### config.mk
export PLATFORM = sky130hd
export DESIGN_NAME = ecph_host
export DESIGN_NICKNAME = d
export VERILOG_FILES = /design/src/core/ecph_pkg.sv /design/src/core/ecph_cyc_if.sv /design/src/core/ecph_bus_cycle.sv /design/src/core/ecph_fifo.sv /design/src/core/ecph_host.sv
export SDC_FILE = /design/constraint.sdc
export NUM_CORES = 1
export LEC_CHECK = 0
export BUFFER_PORTS_ARGS = -buffer_cell sky130_fd_sc_hd__buf_2
export CORE_AREA = 2 2 228 118
export DETAILED_ROUTE_END_ITERATION = 8
export DIE_AREA = 0 0 230 120
export HOLD_SLACK_MARGIN = 0.06
export PLACE_DENSITY = 0.84
export SYNTH_ARGS = -nofsm -noshare
export SYNTH_HDL_FRONTEND = slang
export SYNTH_SLANG_ARGS = --single-unit
### constraint.sdc
create_clock -name clk -period 3.05 [get_ports clk]
set_clock_uncertainty 0.05 [all_clocks]
set_input_delay 0.915 -clock clk [delete_from_list [all_inputs] [get_ports clk]]
set_output_delay 0.915 -clock clk [all_outputs]
set_load 0.005 [all_outputs]
### src/core/ecph_pkg.sv
// Constants and types shared by the ECP host controller files
package ecph_pkg;
   localparam logic [15:0] BASE_DEF = 16'h0378;
   localparam logic [15:0] OFS_CMDQ = 16'h0000;
   localparam logic [15:0] OFS_DCR = 16'h0002;
   localparam logic [15:0] OFS_FIFO = 16'h0400;
   localparam logic [15:0] OFS_ECR = 16'h0402;
   localparam int ECR_FULL = 1;
   localparam int ECR_EMPTY = 0;
   localparam int DCR_DIR = 5;
   localparam logic [2:0] MODE_SPP = 3'h0;
   localparam logic [2:0] MODE_PS2 = 3'h1;
   localparam logic [2:0] MODE_PFIFO = 3'h2;
   localparam logic [2:0] MODE_ECP = 3'h3;
   // Fault interrupt off, DMA off, service flag clear
   localparam logic [4:0] ECR_CTRL = 5'h10;
   // Reverse request deasserted, strobe and autofeed 0
   localparam logic [7:0] DCR_IDLE = 8'h04;
   localparam int CLK_PERIOD_NS = 25;
   localparam int T_STROBE_NS = 100;
   localparam int T_RECOV_NS = 50;
   localparam int STROBE_CYC = (T_STROBE_NS + CLK_PERIOD_NS - 1) / CLK_PERIOD_NS;
   localparam int RECOV_CYC = (T_RECOV_NS + CLK_PERIOD_NS - 1) / CLK_PERIOD_NS;
   localparam logic [3:0] STROBE_LOAD = 4'(STROBE_CYC - 1);
   localparam logic [3:0] RECOV_LOAD = 4'(RECOV_CYC - 1);
   localparam int QUEUE_DEPTH = 32;
   localparam int QUEUE_W = 9;
   typedef enum logic [1:0] {C_IDLE, C_SETUP, C_STROBE, C_RECOV} ecph_cst_t;
   typedef enum logic [3:0] {
      S_IDLE, S_SET_PS2, S_SET_DCR, S_SET_ECP, S_POLL, S_PUSH, S_PULL, S_LEAVE
   } ecph_st_t;
endpackage

### src/core/ecph_cyc_if.sv
// Register cycle request and answer between controller and bus engine
`timescale 1ns/1ps
`default_nettype none
interface ecph_cyc_if;
   logic req;
   logic we;
   logic [15:0] addr;
   logic [7:0] wdata;
   logic done;
   logic [7:0] rdata;
   modport master (output req, output we, output addr, output wdata, input done, input rdata);
   modport slave (input req, input we, input addr, input wdata, output done, output rdata);
endinterface
`default_nettype wire

### src/core/ecph_bus_cycle.sv
// I/O read and write cycle engine toward the port's register pins
`timescale 1ns/1ps
`default_nettype none
module ecph_bus_cycle
   import ecph_pkg::*;
(
   input wire logic clk,
   input wire logic nrst,
   ecph_cyc_if.slave cyc,
   output logic [15:0] io_addr,
   output logic [7:0] io_wdata,
   output logic io_data_oe,
   input wire logic [7:0] io_data_in,
   output logic io_rd_n,
   output logic io_wr_n
);
   ecph_cst_t cst;
   logic [3:0] cnt;
   logic we_q;
   logic done_q;
   logic [7:0] rdata_q;
   logic [7:0] data_s1;
   logic [7:0] data_s2;
   assign cyc.done = done_q;
   assign cyc.rdata = rdata_q;

   always_ff @(posedge clk or negedge nrst) begin
      if (!nrst) begin
         data_s1 <= 8'h00;
         data_s2 <= 8'h00;
      end else begin
         data_s1 <= io_data_in;
         data_s2 <= data_s1;
      end
   end

   always_ff @(posedge clk or negedge nrst) begin
      if (!nrst) begin
         cst <= C_IDLE;
         cnt <= 4'h0;
         we_q <= 1'b0;
         done_q <= 1'b0;
         rdata_q <= 8'h00;
         io_addr <= 16'h0000;
         io_wdata <= 8'h00;
         io_data_oe <= 1'b0;
         io_rd_n <= 1'b1;
         io_wr_n <= 1'b1;
      end else begin
         done_q <= 1'b0;
         case (cst)
            C_IDLE: if (cyc.req) begin
               io_addr <= cyc.addr;
               io_wdata <= cyc.wdata;
               io_data_oe <= cyc.we;
               we_q <= cyc.we;
               cst <= C_SETUP;
            end
            C_SETUP: begin
               io_wr_n <= !we_q;
               io_rd_n <= we_q;
               cnt <= STROBE_LOAD;
               cst <= C_STROBE;
            end
            C_STROBE: if (cnt == 4'h0) begin
               io_wr_n <= 1'b1;
               io_rd_n <= 1'b1;
               if (!we_q) begin
                  rdata_q <= data_s2;
               end
               cnt <= RECOV_LOAD;
               cst <= C_RECOV;
            end else begin
               cnt <= cnt - 4'h1;
            end
            C_RECOV: if (cnt == 4'h0) begin
               io_data_oe <= 1'b0;
               done_q <= 1'b1;
               cst <= C_IDLE;
            end else begin
               cnt <= cnt - 4'h1;
            end
            default: cst <= C_IDLE;
         endcase
      end
   end
endmodule
`default_nettype wire

### src/core/ecph_fifo.sv
// Parameterised first-in first-out queue with valid and ready on both sides
`timescale 1ns/1ps
`default_nettype none
module ecph_fifo #(
   parameter int W = 9,
   parameter int DEPTH = 32
) (
   input wire logic clk,
   input wire logic nrst,
   input wire logic in_valid,
   output logic in_ready,
   input wire logic [W-1:0] in_data,
   output logic out_valid,
   input wire logic out_ready,
   output logic [W-1:0] out_data
);
   localparam int AW = $clog2(DEPTH);
   logic [W-1:0] mem [DEPTH];
   logic [AW-1:0] wr_ptr;
   logic [AW-1:0] rd_ptr;
   logic [AW:0] count;
   wire push = in_valid && in_ready;
   wire pop = out_valid && out_ready;
   assign in_ready = count != (AW+1)'(DEPTH);
   assign out_valid = count != '0;
   assign out_data = mem[rd_ptr];

   always_ff @(posedge clk) begin
      if (push) begin
         mem[wr_ptr] <= in_data;
      end
   end

   always_ff @(posedge clk or negedge nrst) begin
      if (!nrst) begin
         wr_ptr <= '0;
         rd_ptr <= '0;
         count <= '0;
      end else begin
         if (push) begin
            wr_ptr <= (wr_ptr == AW'(DEPTH - 1)) ? '0 : wr_ptr + 1'b1;
         end
         if (pop) begin
            rd_ptr <= (rd_ptr == AW'(DEPTH - 1)) ? '0 : rd_ptr + 1'b1;
         end
         count <= count + (AW+1)'(push) - (AW+1)'(pop);
      end
   end
endmodule
`default_nettype wire

### src/core/ecph_host.sv
// Host controller that runs an ECP parallel port through its registers
`timescale 1ns/1ps
`default_nettype none
module ecph_host
   import ecph_pkg::*;
#(
   parameter logic [15:0] BASE = BASE_DEF,
   parameter int DEPTH = QUEUE_DEPTH
) (
   input wire logic clk,
   input wire logic nrst,
   input wire logic start_fwd,
   input wire logic start_rev,
   input wire logic stop,
   input wire logic tx_valid,
   output logic tx_ready,
   input wire logic [7:0] tx_data,
   input wire logic tx_is_cmd,
   output logic rx_valid,
   input wire logic rx_ready,
   output logic [7:0] rx_data,
   output logic busy,
   output logic [2:0] port_mode,
   output logic [7:0] ecr_status,
   output logic [15:0] io_addr,
   output logic [7:0] io_wdata,
   output logic io_data_oe,
   input wire logic [7:0] io_data_in,
   output logic io_rd_n,
   output logic io_wr_n
);
   // Extended control word with mode in the top three bits
   function automatic logic [7:0] ecr_word(input logic [2:0] mode);
      return {mode, ECR_CTRL};
   endfunction

   // Allowed mode change
   function automatic logic mode_ok(input logic [2:0] cur, input logic [2:0] nxt);
      return (cur == MODE_SPP) || (cur == MODE_PS2) || (nxt == MODE_SPP) || (nxt == MODE_PS2);
   endfunction

   ecph_cyc_if cyc ();
   ecph_st_t st;
   ecph_st_t next_st;
   logic pend;
   logic dir;
   logic stop_req;
   logic f_out_valid;
   logic f_out_ready;
   logic [QUEUE_W-1:0] f_out_data;

   ecph_fifo #(
      .W(QUEUE_W),
      .DEPTH(DEPTH)
   ) u_queue (
      .clk(clk),
      .nrst(nrst),
      .in_valid(tx_valid),
      .in_ready(tx_ready),
      .in_data({tx_is_cmd, tx_data}),
      .out_valid(f_out_valid),
      .out_ready(f_out_ready),
      .out_data(f_out_data)
   );

   ecph_bus_cycle u_cycle (
      .clk(clk),
      .nrst(nrst),
      .cyc(cyc.slave),
      .io_addr(io_addr),
      .io_wdata(io_wdata),
      .io_data_oe(io_data_oe),
      .io_data_in(io_data_in),
      .io_rd_n(io_rd_n),
      .io_wr_n(io_wr_n)
   );

   wire done = cyc.done;
   wire ecp_ok = mode_ok(port_mode, MODE_ECP);
   wire leave_ok_mode = mode_ok(port_mode, MODE_PS2);
   wire dev_full = cyc.rdata[ECR_FULL];
   wire dev_empty = cyc.rdata[ECR_EMPTY];
   // Only leave once the device queue is drained, and in forward direction the host queue too
   wire leave_ok = stop_req && dev_empty && (dir || !f_out_valid);
   wire can_push = !dir && !dev_full && f_out_valid;
   wire can_pull = dir && !dev_empty && !rx_valid;
   wire is_write = (st == S_SET_PS2) || (st == S_SET_DCR) || (st == S_SET_ECP) || (st == S_PUSH) ||
      (st == S_LEAVE);
   wire is_read = (st == S_POLL) || (st == S_PULL);
   wire blocked = (st == S_SET_ECP) && !ecp_ok;
   // Command-tagged bytes to the command port, others to the data queue
   wire [15:0] push_ofs = f_out_data[QUEUE_W-1] ? OFS_CMDQ : OFS_FIFO;
   wire [15:0] reg_ofs = (st == S_SET_DCR) ? OFS_DCR :
      (st == S_PUSH) ? push_ofs :
      (st == S_PULL) ? OFS_FIFO : OFS_ECR;
   // Direction set with strobe and autofeed at zero, in mode 001
   wire [7:0] dcr_word = DCR_IDLE | (8'(dir) << DCR_DIR);
   wire [7:0] wr_word = (st == S_SET_PS2) ? ecr_word(MODE_PS2) :
      (st == S_SET_DCR) ? dcr_word :
      (st == S_SET_ECP) ? ecr_word(MODE_ECP) :
      (st == S_LEAVE) ? ecr_word(MODE_PS2) : f_out_data[7:0];

   assign cyc.req = (is_write || is_read) && !pend && !blocked;
   assign cyc.we = is_write;
   assign cyc.addr = BASE + reg_ofs;
   assign cyc.wdata = wr_word;
   assign f_out_ready = (st == S_PUSH) && done;
   assign busy = st != S_IDLE;

   always_comb begin
      next_st = st;
      case (st)
         S_IDLE: if (start_fwd || start_rev) begin
            next_st = S_SET_PS2;
         end
         S_SET_PS2: if (done) begin
            next_st = S_SET_DCR;
         end
         S_SET_DCR: if (done) begin
            next_st = S_SET_ECP;
         end
         S_SET_ECP: if (blocked) begin
            next_st = S_IDLE;
         end else if (done) begin
            next_st = S_POLL;
         end
         S_POLL: if (done) begin
            if (leave_ok && leave_ok_mode) begin
               next_st = S_LEAVE;
            end else if (can_push) begin
               next_st = S_PUSH;
            end else if (can_pull) begin
               next_st = S_PULL;
            end
         end
         S_PUSH: if (done) begin
            next_st = S_POLL;
         end
         S_PULL: if (done) begin
            next_st = S_POLL;
         end
         S_LEAVE: if (done) begin
            next_st = S_IDLE;
         end
         default: next_st = S_IDLE;
      endcase
   end

   always_ff @(posedge clk or negedge nrst) begin
      if (!nrst) begin
         st <= S_IDLE;
         pend <= 1'b0;
      end else begin
         st <= next_st;
         pend <= cyc.req || (pend && !done);
      end
   end

   always_ff @(posedge clk or negedge nrst) begin
      if (!nrst) begin
         dir <= 1'b0;
         port_mode <= MODE_SPP;
      end else begin
         if (st == S_IDLE && (start_fwd || start_rev)) begin
            dir <= start_rev && !start_fwd;
         end
         if (done && (st == S_SET_PS2 || st == S_LEAVE)) begin
            port_mode <= MODE_PS2;
         end else if (done && st == S_SET_ECP) begin
            port_mode <= MODE_ECP;
         end
      end
   end

   // Stop request: a new stop wins over the clear
   always_ff @(posedge clk or negedge nrst) begin
      if (!nrst) begin
         stop_req <= 1'b0;
      end else if (stop) begin
         stop_req <= 1'b1;
      end else if ((st == S_LEAVE && done) || st == S_IDLE) begin
         stop_req <= 1'b0;
      end
   end

   always_ff @(posedge clk or negedge nrst) begin
      if (!nrst) begin
         ecr_status <= 8'h00;
      end else if (st == S_POLL && done) begin
         ecr_status <= cyc.rdata;
      end
   end

   // Reverse byte holding register, stalls reads until taken
   always_ff @(posedge clk or negedge nrst) begin
      if (!nrst) begin
         rx_valid <= 1'b0;
         rx_data <= 8'h00;
      end else if (st == S_PULL && done) begin
         rx_valid <= 1'b1;
         rx_data <= cyc.rdata;
      end else if (rx_ready) begin
         rx_valid <= 1'b0;
      end
   end
endmodule
`default_nettype wire

Yosys cells after proc, flatten, opt, wreduce, memory -nomap -nowiden
Memory sizes are Yosys's and may differ from the RTL's. Cells that the tools add are included.

RAM bits: 288. Output and inout port bits: 49. ROM bits: 0. Logic and storage cells: 162. Bits in latches: 0. Input port bits: 24. Register bits: 102. Memories kept: 1.

Memory list: u_queue.mem (words 32, bits a word 9, read ports 1, clocked after Yosys merged registers in 0, wr ports 1, RTL line ecph_fifo.sv:18) `logic [W-1:0] mem [DEPTH];`.

Equality and inequality tests: 24. Divide/modulo/power cells: 0. Reductions and logical operators: 63. Order comparisons: 0. Shift operators: 0. Mux-type cells: 44. Add/subtract/negate cells: 6. Multiply operators: 0. Bitwise operators: 1.

Operators by type and width (number): $mux 4 (12); $mux 11 (3); $mux 8 (4); $pmux 4 s7 (1); $logic_and 1x1->1 (20); $eq 4x3->1 const B (4); $add 10x11->12 const A (1); $logic_or 1x1->1 (12); $ne 2x1->1 const B (6); $pmux 4 s3 (1); $logic_not 1->1 (11); $mux 1 (11); $add 5x1->5 const B (2); $eq 5x5->1 const B (2); $mux 5 (2); $reduce_bool 2->1 (5); $reduce_and 3->1 (3); $eq 4x2->1 const B (2); $logic_not 4->1 (2); $mux 2 (4); $pmux 2 s4 (1); $add 6x1->6 (1); $mux 3 (2); $ne 2x2->1 const B (3); 18 further kinds (23).

Depth between registers and ports, before layout
Depth after elaboration: 10. Gate-level depth with buffers: 16.

Modules after synthesis
A second synthesis with hierarchy kept.

Cell total of the unflattened synthesis: 905. Area total of the unflattened synthesis: 15678.8 um2.

By module, submodules not included: ecph_fifo (cells each 625, area each 12099.1 um2, instances 1, sequential area each 9048.7 um2); ecph_bus_cycle (cells each 147, area each 2234.6 um2, instances 1, sequential area each 1478.9 um2); ecph_host (cells each 133, area each 1345.0 um2, instances 1, sequential area each 650.6 um2).

Least setup slack after synthesis
No wires, ideal clock.

Kind: register to register. From: reg u_queue.count[2]. To: reg u_queue.count[4]. Slack: 0.255 ns. Buffers on the path: 1. Cell stages (with the launch flop): 17. Arrival: 2.623 ns. Library setup time: 0.122 ns. Path through: dfrtp_1 > inv_1 > ha_1 > nor4bb_1 > or3_1 > clkbuf_1 > inv_1 > ha_1 > inv_1 > ha_1 > inv_1 > fa_1 > inv_1 > a21oi_1 > nor2_1 > nor2_1 > xnor2_1.

RTL lines: start: declaration (RTL line ecph_fifo.sv:21) `logic [AW:0] count;`; start signal: assignment (RTL line ecph_fifo.sv:46) `count <= count + (AW+1)'(push) - (AW+1)'(pop);`; $reduce_bool 6->1 (RTL line ecph_fifo.sv:25) `assign out_valid = count != '0;`; $logic_and 1x1->1 (RTL line ecph_fifo.sv:23) `wire pop = out_valid && out_ready;`; net u_queue.pop (RTL line ecph_fifo.sv:23); $sub 6x1->6 (RTL line ecph_fifo.sv:46).

The timed path passes the listed nets, and every way through them passes these cells. A chain may end at the register's enable or synchronous reset.

Worst setup path in the final report
From: reg u_cycle.done_q (netlist: u_cycle.cyc.done). To: reg u_queue.count[4].

Cells in the longest elaborated chain, start to end: 3.

Ends and longest elaborated chain: start: declaration (RTL line ecph_bus_cycle.sv:20) `logic done_q;`; start signal: assignment (RTL line ecph_bus_cycle.sv:42) `done_q <= 1'b0;`; start signal: assignment (RTL line ecph_bus_cycle.sv:50) `done_q <= 1'b0;`; start signal: assignment (RTL line ecph_bus_cycle.sv:78) `done_q <= 1'b1;`; $logic_and 1x1->1 (RTL line ecph_host.sv:107) `assign f_out_ready = (st == S_PUSH) && done;`; $logic_and 1x1->1 (RTL line ecph_fifo.sv:23); net u_queue.pop (RTL line ecph_fifo.sv:23); $sub 6x1->6 (RTL line ecph_fifo.sv:46).

The timed path passes the listed nets, and every way through them passes these cells.

==> results by group <==
Setup path
  • Setup crit end kind: flip-flop
  • Worst setup path start: u_cycle.cyc.done$_DFF_PN0_
  • CP max stage delay: 0.49 ns
  • Reg2reg path depth: 13
  • Register-to-register setup slack: roughly 0.19 ns
  • Crit path to: u_queue.count[4]$_DFF_PN0_
  • Worst setup path class: flip-flop to flip-flop
  • Critical R2R Launch: u_cycle.cyc.done$_DFF_PN0_
  • Top fanout value on the critical path: 8
  • CP startpoint kind: flip-flop
  • Reg2reg end: u_queue.count[4]$_DFF_PN0_
  • Crit path top cell by count: inv_1
  • Crit-path cells: nand3b_1 > or3_4 > inv_2 > ha_1 > inv_1 > ha_1 > inv_1 > fa_1 > inv_1 > a21oi_1 > nor2_1 > nor2_1 > xnor2_1
  • Arrival time at the worst endpoint: around 3.3 ns
  • Worst Path Required: roughly 3.5 ns
  • CP max stage cell: dfrtp_1

Job
  • Max-cap violations: 0

Logic synthesis
  • Syn avg cell area: between 15 and 20 µm²
  • Post-synthesis cell type count: 68
  • #FFs+latches synth: about 380
  • Top-count cell post-synth: edfxtp_1
  • Synth top area share: 56.3%
  • Async set-or-reset flop fraction in the synthesized netlist: between 20% and 30%
  • Largest area contributor in the netlist: edfxtp_1
  • Yosys Warn Count: 0
  • Main synth FF type: edfxtp_1
  • Post-synth EDFFs: 288
  • Sequential area share after synthesis: approximately 70%
  • Synth area leaders: edfxtp_1 (56%), dfrtp_1 (14%), mux4_2 (8.8%), mux2_2 (2.0%), ha_1 (1.9%)
  • Mapped Cells: between 800 and 900
  • Top cells by count, synth: edfxtp_1 (288), dfrtp_1 (86), nor2_1 (71), mux4_2 (60), nand2_1 (35)
  • Mapped cell area: between 15000 and 20000 µm²

GRT
  • Vias in the first global route: approximately 8400
  • Grt total ovfl: 0
  • First-pass GRT wire length: approximately 54000 µm
  • Pin count of the biggest net entering global routing: about 50
  • Initial antenna violation count: 0
  • Total track usage: a little over a quarter

Floorplan
  • Die width: roughly 230 µm
  • Rows: 42
  • Core ar.: 25700 µm²
  • Starting Density: 59.6%
  • Die area: 27600 µm²
  • Top Ports: 73
  • Die Height: ~120 µm

Timing
  • Setup_tns: 0 ns
  • Fin. max-slew vios: 0
  • Slew @ Worst Pin: between 1 and 1.5 ns
  • Tmin final: 2.86 ns
  • Relative slew slack: 28.4%
  • Number of hold violations in the final report: 0
  • Final setup fails: 0
  • Setup repair after global routing missed its margin: false
  • Hold Slack: around 0.20 ns
  • Final period util: about 94%
  • Fmax: roughly 350 MHz

Place
  • Global placement routability congestion: ~0.9
  • Post-DP HPWL: roughly 24000 µm
  • PortBufs: 63
  • Placed instance area: between 15000 and 20000 µm²

Final layout
  • Multi-input gate area: around 4100 µm²
  • Layout area overhead: 11.5%
  • Fill cell count: approximately 1700
  • Final instance area: about 17000 µm²
  • Finished Core Util: around 66%
  • Nets: 1030
  • Layout cells sized above 1: 24.4%
  • Register area: approximately 11000 µm²

Clock network
  • Clock Pin Slew Worst Setup and Hold Paths: about 0.070 ns
  • CTS tree: done
  • Clk buf depth: 3
  • # H-tree levels: 1
  • Worst-Skew Late Latency: ~0.56 ns
  • Total CTS buffers: 29
  • CTS sink cnt: 376
  • CTS Root Cell: clkbuf_16

Pwr
  • Overall power: about 12 mW
  • Peak VDD IR: ~480 µV
  • Power Density: between 700 and 800 nW/µm²
  • Leak pwr: between 6 and 7 nW

Drt
  • 1st-iter DRT viols: 1441
  • WL final: approximately 36000 µm
  • Routed vias/inst: between 6 and 7
  • TritonRoute pass-1 iters: 5
  • Drt wl/cell: approximately 26 µm
  • Via count: just under 9000
  • Routed Antenna Nets: 0
  • DRC: 0

Min path
  • Worst min-delay path class: primary input to async pin

Run status
  • Status: complete, no violations
[how the worst min path moves through the flow]
stage	start	endpoint	slack, ns	depth (start not counted)
global route	nrst	u_cycle.io_addr[1]$_DFFE_PN0P_	0.22	1
finish	nrst	u_cycle.io_data_oe$_DFFE_PN0P_	0.20	1
global placement	u_cycle.data_s1[7]$_DFF_PN0_	u_cycle.data_s2[7]$_DFF_PN0_	0.28	0
floorplan	u_cycle.data_s1[0]$_DFF_PN0_	u_cycle.data_s2[0]$_DFF_PN0_	0.28	0
detailed placement	u_cycle.data_s1[3]$_DFF_PN0_	u_cycle.data_s2[3]$_DFF_PN0_	0.29	0
CTS	nrst	u_cycle.io_data_oe$_DFFE_PN0P_	0.19	1
[where the power goes]
part           switching [mW]  internal (mW)  leakage, nW
clock                    1.77           2.11        0.461
sequential              0.349           6.04         3.69
combinational            1.24          0.840         1.93
[cell type report]
cell class / count / area share [%]
clock buffers: 40 / 4.71
clock inverters: 13 / 0.892
repair buffers: 98 / 3.61
inverters: 32 / 0.702
diodes: 1 / 0.0146
well taps: 352 / 2.57
multi-input cells: 445 / 24.1
flip-flops and latches: 376 / 63.4
[cell families after synthesis]
| family | Yosys count | synth area share (%) |
|---|---|---|
| AOI/OAI and AO/OA | 115 | 4.82 |
| adders and majority gates | 24 | 2.01 |
| xor gates and xnor gates | 6 | 0.440 |
| buffers and inverters | 85 | 2.81 |
| DFF | 376 | 70.7 |
| muxes | 113 | 13.5 |
| other | 1 | 0.0244 |
| and+or+nand+nor | 177 | 5.65 |
[worst max-delay path, delay by kind of cell, from the launching register on]
kind / cells / cell delay, ns
flip-flops: 1 / 0.49
XOR/XNOR: 1 / 0.12
AND/OR/NAND/NOR: 4 / 0.85
AO/OA/AOI/OAI: 1 / 0.06
buffers and inverters: 4 / 0.32
adder cells (fa/ha/maj): 3 / 0.85
[what timing repair did]
action,in CTS,in global routing
resized for setup,1,4
gates cloned,0,0
setup buffers,0,1
setup endpoints to repair,1,1
hold buffers,0,0
pin swaps,0,2
[sequential cells by signal, summed over array words and instances (netlist names), 2 cells and up]
signal             count
u_cycle.io_addr        3
u_cycle.data_s1        8
u_cycle.data_s2        8
u_queue.count          6
rx_data                8
u_queue.mem          288
u_cycle.cyc.rdata      8
u_cycle.cnt            4
u_queue.rd_ptr         5
ecr_status             8
st                     4
u_cycle.io_wdata       8
u_cycle.cst            2
port_mode              2
u_queue.wr_ptr         5
[per-stage QoR]
| stage | cells | setup WS [ns] |
|---|---|---|
| after CTS | 1355 | 0.0713 |
| after floorplan | 906 | 0.255 |
| after detailed placement | 1302 | -0.0154 |
| after global placement | 1302 | 0.212 |
| after global routing | 1356 | 0.0179 |
| final | 1357 | 0.195 |
[per-layer routing]
| metal | part of all wire [%] | GRT usage [%] |
|---|---|---|
| met3 | 13 | 8.34 |
| met4 | 1.3 | 3.75 |
| met2 | 42 | 36.6 |
| met1 | 44 | 43.5 |
| met5 | 0 | 0 |
[cell usage in the layout (no fill, tap or decap), drive strengths merged, types with 6 or more instances in the layout]
master and instances:
clkbuf 40, ha 23, dfrtp 86, nand3b 10
o21ai 31, clkinv 7, nand2 35, mux2 27
nor2 71, a31oi 7, a211oi 6, nand2b 7
buf 98, nor4 6, o22ai 19, mux2i 16
edfxtp 288, nand3 14, or3 7, inv 32
nor2b 6, mux4 70, conb 10, a21oi 17
(Power assumes the default switching activity.)
